--- src/hw/measurement_timer_pkg.sv ---
// Purpose: Shared constants and mode encoding for the measurement timer
// Assumes: Single 200 MHz clock domain
// Notes: Flag indices order the interrupt vectors
package measurement_timer_pkg;
	localparam int CNT_W = 24;
	localparam logic [23:0] COUNT_RESET = 24'h000000;
	localparam logic [23:0] PERIOD_DUTY_RELOAD = 24'h000001;
	localparam int FLAG_N = 3;
	localparam int FLAG_WIDTH = 0;
	localparam int FLAG_PERIOD = 1;
	localparam int FLAG_MATCH = 2;
	localparam logic RESET_LOW = 1'b0;

	typedef enum logic [3:0] {
		MODE_TIMER = 4'h0,
		MODE_GATED_TIMER = 4'h1,
		MODE_PERIOD_DUTY = 4'h2,
		MODE_HIGH_LOW = 4'h3,
		MODE_WINDOWED = 4'h4,
		MODE_GATED_WINDOWED = 4'h5,
		MODE_TIME_OF_FLIGHT = 4'h6,
		MODE_CAPTURE = 4'h7,
		MODE_COUNTER = 4'h8,
		MODE_GATED_COUNTER = 4'h9,
		MODE_WINDOWED_COUNTER = 4'ha
	} mode_t;
endpackage

--- src/hw/measurement_timer.sv ---
// Purpose: Mode logic of a 24-bit signal measurement timer
// Assumes: timer_tick_in is a prescaled one-cycle enable on clk_in; pins are asynchronous
// Notes: Counter modes count synchronised signal edges, so pulses must be wider than one clock
//
// Summary of operation
// Timer mode counts while running, captures nothing, all on timer clock.
// Timer mode ignores window and signal edges for the run request.
// Counter equal to period limit on an increment resets counter (held instead if halt set) and raises period match flag.
// Gated timer counts while signal active; falling edge captures pulse width.
// Period/duty: each rise reloads one; after the first rise, fall captures width and rise captures period.
// Period/duty single acquisition clears run request on completing rising edge.
// High/low: rise starts counting; fall captures width, clears, keeps counting.
// High/low: next rise captures period, clears counter, resumes counting.
// Windowed: first window rise starts; next rise captures period, resets.
// Gated windowed: after first window rise count while signal active; later window rises capture period.
// Time of flight: window rise starts; signal rise captures period, resets.
// Time of flight: two window rises without signal rise capture width, reset.
// Capture: count when running; window rise captures period, fall captures width.
// Capture: only software or a period match without halt clears the counter.
// Counter mode increments on each signal pulse, not timer clock.
// Counter mode captures width on each falling window edge.
// Gated counter counts from window rise; window fall captures width.
// Windowed counter: fall captures width; later window rises capture period.
// Width acquisition flag set whenever width capture updates.
// Period acquisition flag set whenever period capture updates.
// Period match flag on limit; each flag maskable by its enable.
// Keeps running whenever its clock and inputs keep running.
// Single acquisition stops and clears run request; repeat keeps overwriting.
// On match counter holds at limit if halt set, else resets zero.
// Separate polarity for signal and window swaps edges and active level.
// Signal and window pass two-stage synchronisers; run request is delayed two stages except in counter modes.
// Disabled block stops counter, clears tracking, no captures or flags.
module measurement_timer #(
	parameter int CNT_W = measurement_timer_pkg::CNT_W
) (
	input wire logic clk_in,
	input wire logic rstn_in,
	input wire logic enable_in,
	input wire logic [3:0] mode_in,
	input wire logic repeat_in,
	input wire logic halt_at_match_in,
	input wire logic signal_polarity_in,
	input wire logic window_polarity_in,
	input wire logic run_request_set_in,
	input wire logic run_request_clr_in,
	input wire logic counter_clear_in,
	input wire logic [CNT_W-1:0] period_limit_in,
	input wire logic timer_tick_in,
	input wire logic signal_input_in,
	input wire logic window_input_in,
	input wire logic [2:0] peripheral_irq_enable_in,
	input wire logic [2:0] flag_clear_in,
	output logic [CNT_W-1:0] measure_counter_out,
	output logic [CNT_W-1:0] pulse_width_capture_out,
	output logic [CNT_W-1:0] period_capture_out,
	output logic run_request_out,
	output logic timer_status_out,
	output logic signal_status_out,
	output logic window_status_out,
	output logic width_acq_flag_out,
	output logic period_acq_flag_out,
	output logic period_match_flag_out,
	output logic width_acq_irq_out,
	output logic period_acq_irq_out,
	output logic period_match_irq_out
);
	logic sig_s1_q, sig_s2_q, win_s1_q, win_s2_q;
	logic go_s1_q, go_s2_q;
	logic sig_prev_q, win_prev_q;
	logic run_q, armed_q, wait_q;
	logic [CNT_W-1:0] cnt_q, cnt_d, cpw_q, cpr_q;
	logic [2:0] flag_q, flag_set;
	logic sig_act, win_act, sig_rise, sig_fall, win_rise, win_fall;
	logic counter_mode, active, tick;
	logic inc, load_en, cpw_ld, cpr_ld, done, arm_set, wait_set, wait_clr, match_ev;
	logic [CNT_W-1:0] load_val;

	// Pins are asynchronous; first stage feeds only the second
	// Run request delayed to line up with the synchronised inputs
	always_ff @(posedge clk_in) begin
		if (rstn_in == measurement_timer_pkg::RESET_LOW) begin
			sig_s1_q <= 1'b0;
			sig_s2_q <= 1'b0;
			win_s1_q <= 1'b0;
			win_s2_q <= 1'b0;
			go_s1_q <= 1'b0;
			go_s2_q <= 1'b0;
			sig_prev_q <= 1'b0;
			win_prev_q <= 1'b0;
		end else begin
			sig_s1_q <= signal_input_in;
			sig_s2_q <= sig_s1_q;
			win_s1_q <= window_input_in;
			win_s2_q <= win_s1_q;
			go_s1_q <= run_q;
			go_s2_q <= go_s1_q;
			sig_prev_q <= sig_act;
			win_prev_q <= win_act;
		end
	end

	assign sig_act = sig_s2_q ^ signal_polarity_in;
	assign win_act = win_s2_q ^ window_polarity_in;

	assign sig_rise = sig_act & ~sig_prev_q;
	assign sig_fall = ~sig_act & sig_prev_q;
	assign win_rise = win_act & ~win_prev_q;
	assign win_fall = ~win_act & win_prev_q;

	assign counter_mode = (mode_in == measurement_timer_pkg::MODE_COUNTER) ||
		(mode_in == measurement_timer_pkg::MODE_GATED_COUNTER) ||
		(mode_in == measurement_timer_pkg::MODE_WINDOWED_COUNTER);
	// Counter modes skip the run-request delay, as they have no timer clock
	assign active = enable_in & (counter_mode ? run_q : go_s2_q);
	// Signal edges are the time base in counter modes
	assign tick = counter_mode ? sig_rise : timer_tick_in;

	always_comb begin
		inc = 1'b0;
		load_en = 1'b0;
		load_val = measurement_timer_pkg::COUNT_RESET;
		cpw_ld = 1'b0;
		cpr_ld = 1'b0;
		done = 1'b0;
		arm_set = 1'b0;
		wait_set = 1'b0;
		wait_clr = 1'b0;
		if (active) begin
			case (mode_in)
				measurement_timer_pkg::MODE_TIMER: begin
					inc = tick;
				end
				measurement_timer_pkg::MODE_GATED_TIMER: begin
					inc = tick & sig_act;
					if (sig_fall) begin
						cpw_ld = 1'b1;
						done = 1'b1;
					end
				end
				measurement_timer_pkg::MODE_PERIOD_DUTY: begin
					inc = tick;
					if (sig_fall && armed_q) begin
						cpw_ld = 1'b1;
					end
					if (sig_rise) begin
						load_en = 1'b1;
						load_val = measurement_timer_pkg::PERIOD_DUTY_RELOAD;
						arm_set = 1'b1;
						cpr_ld = armed_q;
						done = armed_q;
					end
				end
				measurement_timer_pkg::MODE_HIGH_LOW: begin
					inc = tick & armed_q;
					if (sig_fall && armed_q) begin
						cpw_ld = 1'b1;
						load_en = 1'b1;
					end
					if (sig_rise) begin
						load_en = 1'b1;
						arm_set = 1'b1;
						cpr_ld = armed_q;
						done = armed_q;
					end
				end
				measurement_timer_pkg::MODE_WINDOWED, measurement_timer_pkg::MODE_GATED_WINDOWED: begin
					if (mode_in == measurement_timer_pkg::MODE_WINDOWED) begin
						inc = tick & armed_q;
					end else begin
						inc = tick & armed_q & sig_act;
					end
					if (win_rise) begin
						load_en = armed_q;
						cpr_ld = armed_q;
						done = armed_q;
						arm_set = 1'b1;
					end
				end
				measurement_timer_pkg::MODE_TIME_OF_FLIGHT: begin
					inc = tick & wait_q;
					if (win_rise) begin
						load_en = 1'b1;
						cpw_ld = wait_q;
						wait_set = 1'b1;
					end
					// A coincident signal edge takes the period result
					if (sig_rise && wait_q) begin
						load_en = 1'b1;
						cpw_ld = 1'b0;
						cpr_ld = 1'b1;
						done = 1'b1;
						wait_clr = ~win_rise;
					end
				end
				measurement_timer_pkg::MODE_CAPTURE: begin
					inc = tick;
					cpr_ld = win_rise;
					cpw_ld = win_fall;
					done = win_fall;
				end
				measurement_timer_pkg::MODE_COUNTER: begin
					inc = tick;
					cpw_ld = win_fall;
					done = win_fall;
				end
				measurement_timer_pkg::MODE_GATED_COUNTER: begin
					inc = tick & armed_q & win_act;
					arm_set = win_rise;
					if (win_fall && armed_q) begin
						cpw_ld = 1'b1;
						done = 1'b1;
					end
				end
				measurement_timer_pkg::MODE_WINDOWED_COUNTER: begin
					inc = tick & armed_q;
					cpw_ld = win_fall & armed_q;
					if (win_rise) begin
						load_en = armed_q;
						cpr_ld = armed_q;
						done = armed_q;
						arm_set = 1'b1;
					end
				end
				default: begin
					inc = 1'b0;
				end
			endcase
		end
	end

	assign match_ev = ~counter_clear_in & ~load_en & inc & (cnt_q == period_limit_in);

	always_comb begin
		cnt_d = cnt_q;
		if (counter_clear_in) begin
			cnt_d = measurement_timer_pkg::COUNT_RESET;
		end else if (load_en) begin
			cnt_d = load_val;
		end else if (match_ev) begin
			cnt_d = halt_at_match_in ? cnt_q : measurement_timer_pkg::COUNT_RESET;
		end else if (inc) begin
			cnt_d = cnt_q + 1'b1;
		end
	end

	always_ff @(posedge clk_in) begin
		if (rstn_in == measurement_timer_pkg::RESET_LOW) begin
			cnt_q <= measurement_timer_pkg::COUNT_RESET;
		end else begin
			cnt_q <= cnt_d;
		end
	end

	always_ff @(posedge clk_in) begin
		if (rstn_in == measurement_timer_pkg::RESET_LOW) begin
			cpw_q <= measurement_timer_pkg::COUNT_RESET;
			cpr_q <= measurement_timer_pkg::COUNT_RESET;
		end else begin
			if (cpw_ld) begin
				cpw_q <= cnt_q;
			end
			if (cpr_ld) begin
				cpr_q <= cnt_q;
			end
		end
	end

	// Tracking state is dropped whenever acquisition is not live
	always_ff @(posedge clk_in) begin
		if (rstn_in == measurement_timer_pkg::RESET_LOW) begin
			armed_q <= 1'b0;
			wait_q <= 1'b0;
		end else if (!active) begin
			armed_q <= 1'b0;
			wait_q <= 1'b0;
		end else begin
			armed_q <= armed_q | arm_set;
			wait_q <= wait_set | (wait_q & ~wait_clr);
		end
	end

	// Software set wins over any completion clear
	always_ff @(posedge clk_in) begin
		if (rstn_in == measurement_timer_pkg::RESET_LOW) begin
			run_q <= 1'b0;
		end else if (run_request_set_in) begin
			run_q <= 1'b1;
		end else if (run_request_clr_in || (done && !repeat_in)) begin
			run_q <= 1'b0;
		end
	end

	assign flag_set[measurement_timer_pkg::FLAG_WIDTH] = cpw_ld;
	assign flag_set[measurement_timer_pkg::FLAG_PERIOD] = cpr_ld;
	assign flag_set[measurement_timer_pkg::FLAG_MATCH] = match_ev;

	// Hardware set beats a same-cycle software clear
	for (genvar i = 0; i < measurement_timer_pkg::FLAG_N; i++) begin : g_flag
		always_ff @(posedge clk_in) begin
			if (rstn_in == measurement_timer_pkg::RESET_LOW) begin
				flag_q[i] <= 1'b0;
			end else if (flag_set[i]) begin
				flag_q[i] <= 1'b1;
			end else if (flag_clear_in[i]) begin
				flag_q[i] <= 1'b0;
			end
		end
	end

	assign measure_counter_out = cnt_q;
	assign pulse_width_capture_out = cpw_q;
	assign period_capture_out = cpr_q;
	assign run_request_out = run_q;
	assign timer_status_out = active;
	assign signal_status_out = sig_act;
	assign window_status_out = win_act;
	assign width_acq_flag_out = flag_q[measurement_timer_pkg::FLAG_WIDTH];
	assign period_acq_flag_out = flag_q[measurement_timer_pkg::FLAG_PERIOD];
	assign period_match_flag_out = flag_q[measurement_timer_pkg::FLAG_MATCH];
	assign width_acq_irq_out = flag_q[0] & peripheral_irq_enable_in[0];
	assign period_acq_irq_out = flag_q[1] & peripheral_irq_enable_in[1];
	assign period_match_irq_out = flag_q[2] & peripheral_irq_enable_in[2];
endmodule // measurement_timer

--- config.mk ---
export PLATFORM = sky130hd
export DESIGN_NAME = measurement_timer
export DESIGN_NICKNAME = d
export VERILOG_FILES = /design/src/hw/measurement_timer_pkg.sv /design/src/hw/measurement_timer.sv
export SDC_FILE = /design/constraint.sdc
export NUM_CORES = 1
export LEC_CHECK = 0
export BUFFER_PORTS_ARGS = -buffer_cell sky130_fd_sc_hd__buf_4
export CORE_MARGIN = 2
export CORE_UTILIZATION = 35
export DETAILED_ROUTE_END_ITERATION = 10
export SYNTH_ARGS = -nofsm -noshare
export SYNTH_HDL_FRONTEND = slang
export SYNTH_SLANG_ARGS = --single-unit
--- constraint.sdc ---
create_clock -name clk_in -period 6.56 [get_ports clk_in]
set_input_delay 0.984 -clock clk_in [delete_from_list [all_inputs] [get_ports clk_in]]
set_output_delay 0.984 -clock clk_in [all_outputs]
set_load 0.05 [all_outputs]
==> results.md <==
* TritonCTS sink count at 86
* Setup CP Type: in -> reg
* Port bufs at 128
* Layout fillers at 1191
* Final cycle utilization of the critical path at 0.490
* Post-synthesis simple-gate area fraction at 0.236
* Maximum vdd ir drop at 0.0919 mV
* Worst hold slack across all endpoints at 0.435 ns
* Full die area at 13500 sq um
* Die X at 116 um
* DRT iter0 DRCs at 192
* Kind of launch point of the worst setup path: input port
* Setup total negative slack at 0 ns
* Arrival time at the worst endpoint at 3.50 ns
* Achievable clock frequency at 311 MHz
* Initial Util at 0.362
* Largest fanout on the critical path at 16
* Number of hold violations in the final report at 0
* Clock transition time at the flip-flop clock pins of the worst setup and hold paths at 0.06 ns
* Kind of end point of the critical path: register
* Min-delay worst type: reg -> reg
* Cts repair resizes at 0
* Residual antenna-violating net count after detailed routing at 0
* Overall Global Routing Usage at 0.187
* Buffer cell driving the clock tree root: sky130_fd_sc_hd__clkbuf_16
* Wire length of the first global-routing pass at 19300 um
* Maximum clock skew at final layout at 0.00431 ns
* Final net count at 638
* TritonCTS clock tree: yes
* Maximum buffer depth of the clock tree at 2
* Slew of the pin with the lowest slew margin at 1.18 ns
* Leftover overflow at the end of global routing at 0
* Setup Viol. Count Final at 0
* Number of nets in the synthesized netlist at 527
* Via count at 3801
* Layout Area Growth over Synthesis at 29.5%
* Power per unit of standard cell area at 197 nW/um^2
* Final non-filler cell area at 5710 sq um
* Routed Wire Length at 12300 um
* Count of distinct cell types in the synthesized netlist at 59
* Fin crit period at 3.22 ns
* Utilization of the core after routing at 0.469
* Dominant combinational cell family by area after synthesis: simple AND/OR/NAND/NOR gates
* Number of buffers created by CTS at 9
* Critical path's largest stage delay at 0.98 ns
* Share of post-route cells with drive strength above 1 at 0.283
* 1st-pass router iterations at 4
* Clock H-tree levels at 3
* Post-cts hold buffer count at 0
* Fraction of synthesized area in multiplexers at 0.114
* CP Data Required Time at 6.84 ns
* Leakage at 2.19 nW
* Via count of the first global-routing pass at 3684
* Syn Inst Count at 479
* Flop and latch count out of synthesis at 86
* Max-capacitance violation count at 0
* # IOs at 129
* Placed inst area at 5420 sq um
* Area share of fa/ha/maj cells after synthesis at 0.00284
* Synth warnings at 0
* Mean routed wirelength per cell at 16.2 um
* Weighted congestion at the end of routability-driven global placement at 0.808
* Worst-Skew Late Latency at 0.34 ns
* Initial antenna violation count at 0
* Cell with the biggest individual delay on the critical path: sky130_fd_sc_hd__a211oi_2
* Post-synthesis share of cell area spent on xor and xnor gates at 0.0650
* Mean Syn Cell Area at 9.20 sq um
* Post-synthesis compound-gate area fraction at 0.134
* Post-route DRC violation count at 0
* Critical path cell sequence: buf_4 > xnor2_2 > nor4_1 > o21ai_0 > a31oi_1 > a211oi_2 > mux2i_1 > nand2_1
* Avg Vias per Cell at 4.99
* Run status: finished, final reports clean
* Setup repair after global routing missed its margin: no
* Post-detail-place hpwl at 8750 um
* Core region area at 12200 sq um
* Post-CTS setup-driven buffer insertion count at 0
* Inserted Diodes at 0
* Final Max Slew Viols at 0
* Max transition margin at 0.213
* Number of core rows at 40
* Pin count of the biggest net entering global routing at 64
* Proportion of synthesized chip area in sequential cells at 0.391
* Cell area after synthesis at 4410 sq um
* Non-filler cells, final at 762
* Number of placed instances, taps included at 747
* Chip height at 116 um
## power breakdown
| part | switching [W] | leakage (nW) | total [W] | internal (W) |
|---|---|---|---|---|
| clock network | 0.000204 | 0.148 | 0.000505 | 0.000300 |
| registers | 0.00000337 | 0.694 | 0.000529 | 0.000525 |
| logic | 0.0000484 | 1.34 | 0.0000891 | 0.0000407 |
| total | 0.000256 | 2.19 | 0.00112 | 0.000866 |
## area by class of cell
class,count,area [sq um],share of cell area
well taps,168,210,0.0368
clock buffers,10,239,0.0419
multi-input cells,343,2430,0.427
repair buffers,130,976,0.171
clock inverters,5,50.0,0.00877
flip-flops and latches,86,1720,0.302
inverters,20,75.1,0.0132
## metal layers
layer / global-route usage / part of all wire
met2: 0.303 / 0.47
met1: 0.244 / 0.46
met5: 0 / 0
met3: 0.0451 / 0.054
met4: 0.0675 / 0.015
## cells in the mapped netlist (all sizes together)
master	count	share of area
a2111oi	1	0.0020
a211oi	3	0.0091
a21bo	1	0.0023
a21boi	2	0.0034
a21o	3	0.0051
a21oi	20	0.027
a221o	1	0.0023
a22o	6	0.012
a2bb2oi	1	0.0020
a311oi	1	0.0060
a31o	1	0.0020
a31oi	1	0.0014
a32oi	3	0.0094
and2	13	0.018
and2b	1	0.0017
and3	7	0.0099
and4	2	0.0040
buf	16	0.027
clkbuf	14	0.013
dfxtp	86	0.39
ha	1	0.0028
inv	20	0.017
mux2i	50	0.11
nand2	24	0.020
nand2b	5	0.0071
nand3	19	0.022
nand3b	1	0.0017
nand4	8	0.011
nor2	25	0.021
nor2b	51	0.072
nor3	6	0.0080
nor4	9	0.020
o2111a	1	0.0026
o211ai	3	0.0051
o21a	3	0.0051
o21ai	20	0.024
o22ai	3	0.0043
o31ai	3	0.0051
o32ai	2	0.0040
or2	2	0.0028
or3	4	0.0057
or4	2	0.0034
or4b	3	0.0068
xnor2	16	0.035
xor2	15	0.030
## worst max-delay path: cells and delay by family
family | cells | cell delay [ns]
multiplexers | 1 | 0.18
XOR/XNOR | 1 | 0.54
AO/OA/AOI/OAI | 3 | 1.46
buffers and inverters | 1 | 0.12
AND/OR/NAND/NOR | 2 | 0.20
## cell families (layout without fill, tap and decap cells)
logic type / count (synthesis) / count (layout)
xor+xnor: 31 / 31
buf+inv: 50 / 165
compound gates: 79 / 79
fa+ha+maj: 1 / 1
flops: 86 / 86
simple gates: 182 / 182
mux: 50 / 50
## path summary, 6_finish.rpt
check	cells past startpoint	startpoint	endpoint	slack (ns)
worst min register to register	1	win_s1_q	win_s2_q	0.43
worst max-delay path	8	signal_polarity_in	measure_counter_out[0]	3.34
worst min-delay path	1	win_s1_q	win_s2_q	0.43
worst max register to register	7	measure_counter_out[1]	measure_counter_out[0]	3.67
## through the flow
stage | setup WS (ns) | power [W]
finish | 3.34 | 0.00112
global route | 3.06 | 0.00116
CTS | 3.35 | 0.00114
detailed placement | 2.98 | 0.000629
global placement | 2.98 | 0.000630
floorplan | 3.43 | 0.000592
## cell usage in the layout, fill, tap and decap left out, drive strengths merged, types with 6 or more instances in the layout
cell type / netlist / final
o21ai: 20 / 20
a21oi: 20 / 20
buf: 16 / 130
and2: 13 / 13
xnor2: 16 / 16
nand3: 19 / 19
nor3: 6 / 6
clkbuf: 14 / 10
nand2: 24 / 24
nand4: 8 / 8
a22o: 6 / 6
nor2: 25 / 25
dfxtp: 86 / 86
inv: 20 / 20
nor4: 9 / 9
mux2i: 50 / 50
nor2b: 51 / 51
and3: 7 / 7
xor2: 15 / 15
Note: power is estimated with default switching activity, not from simulation.
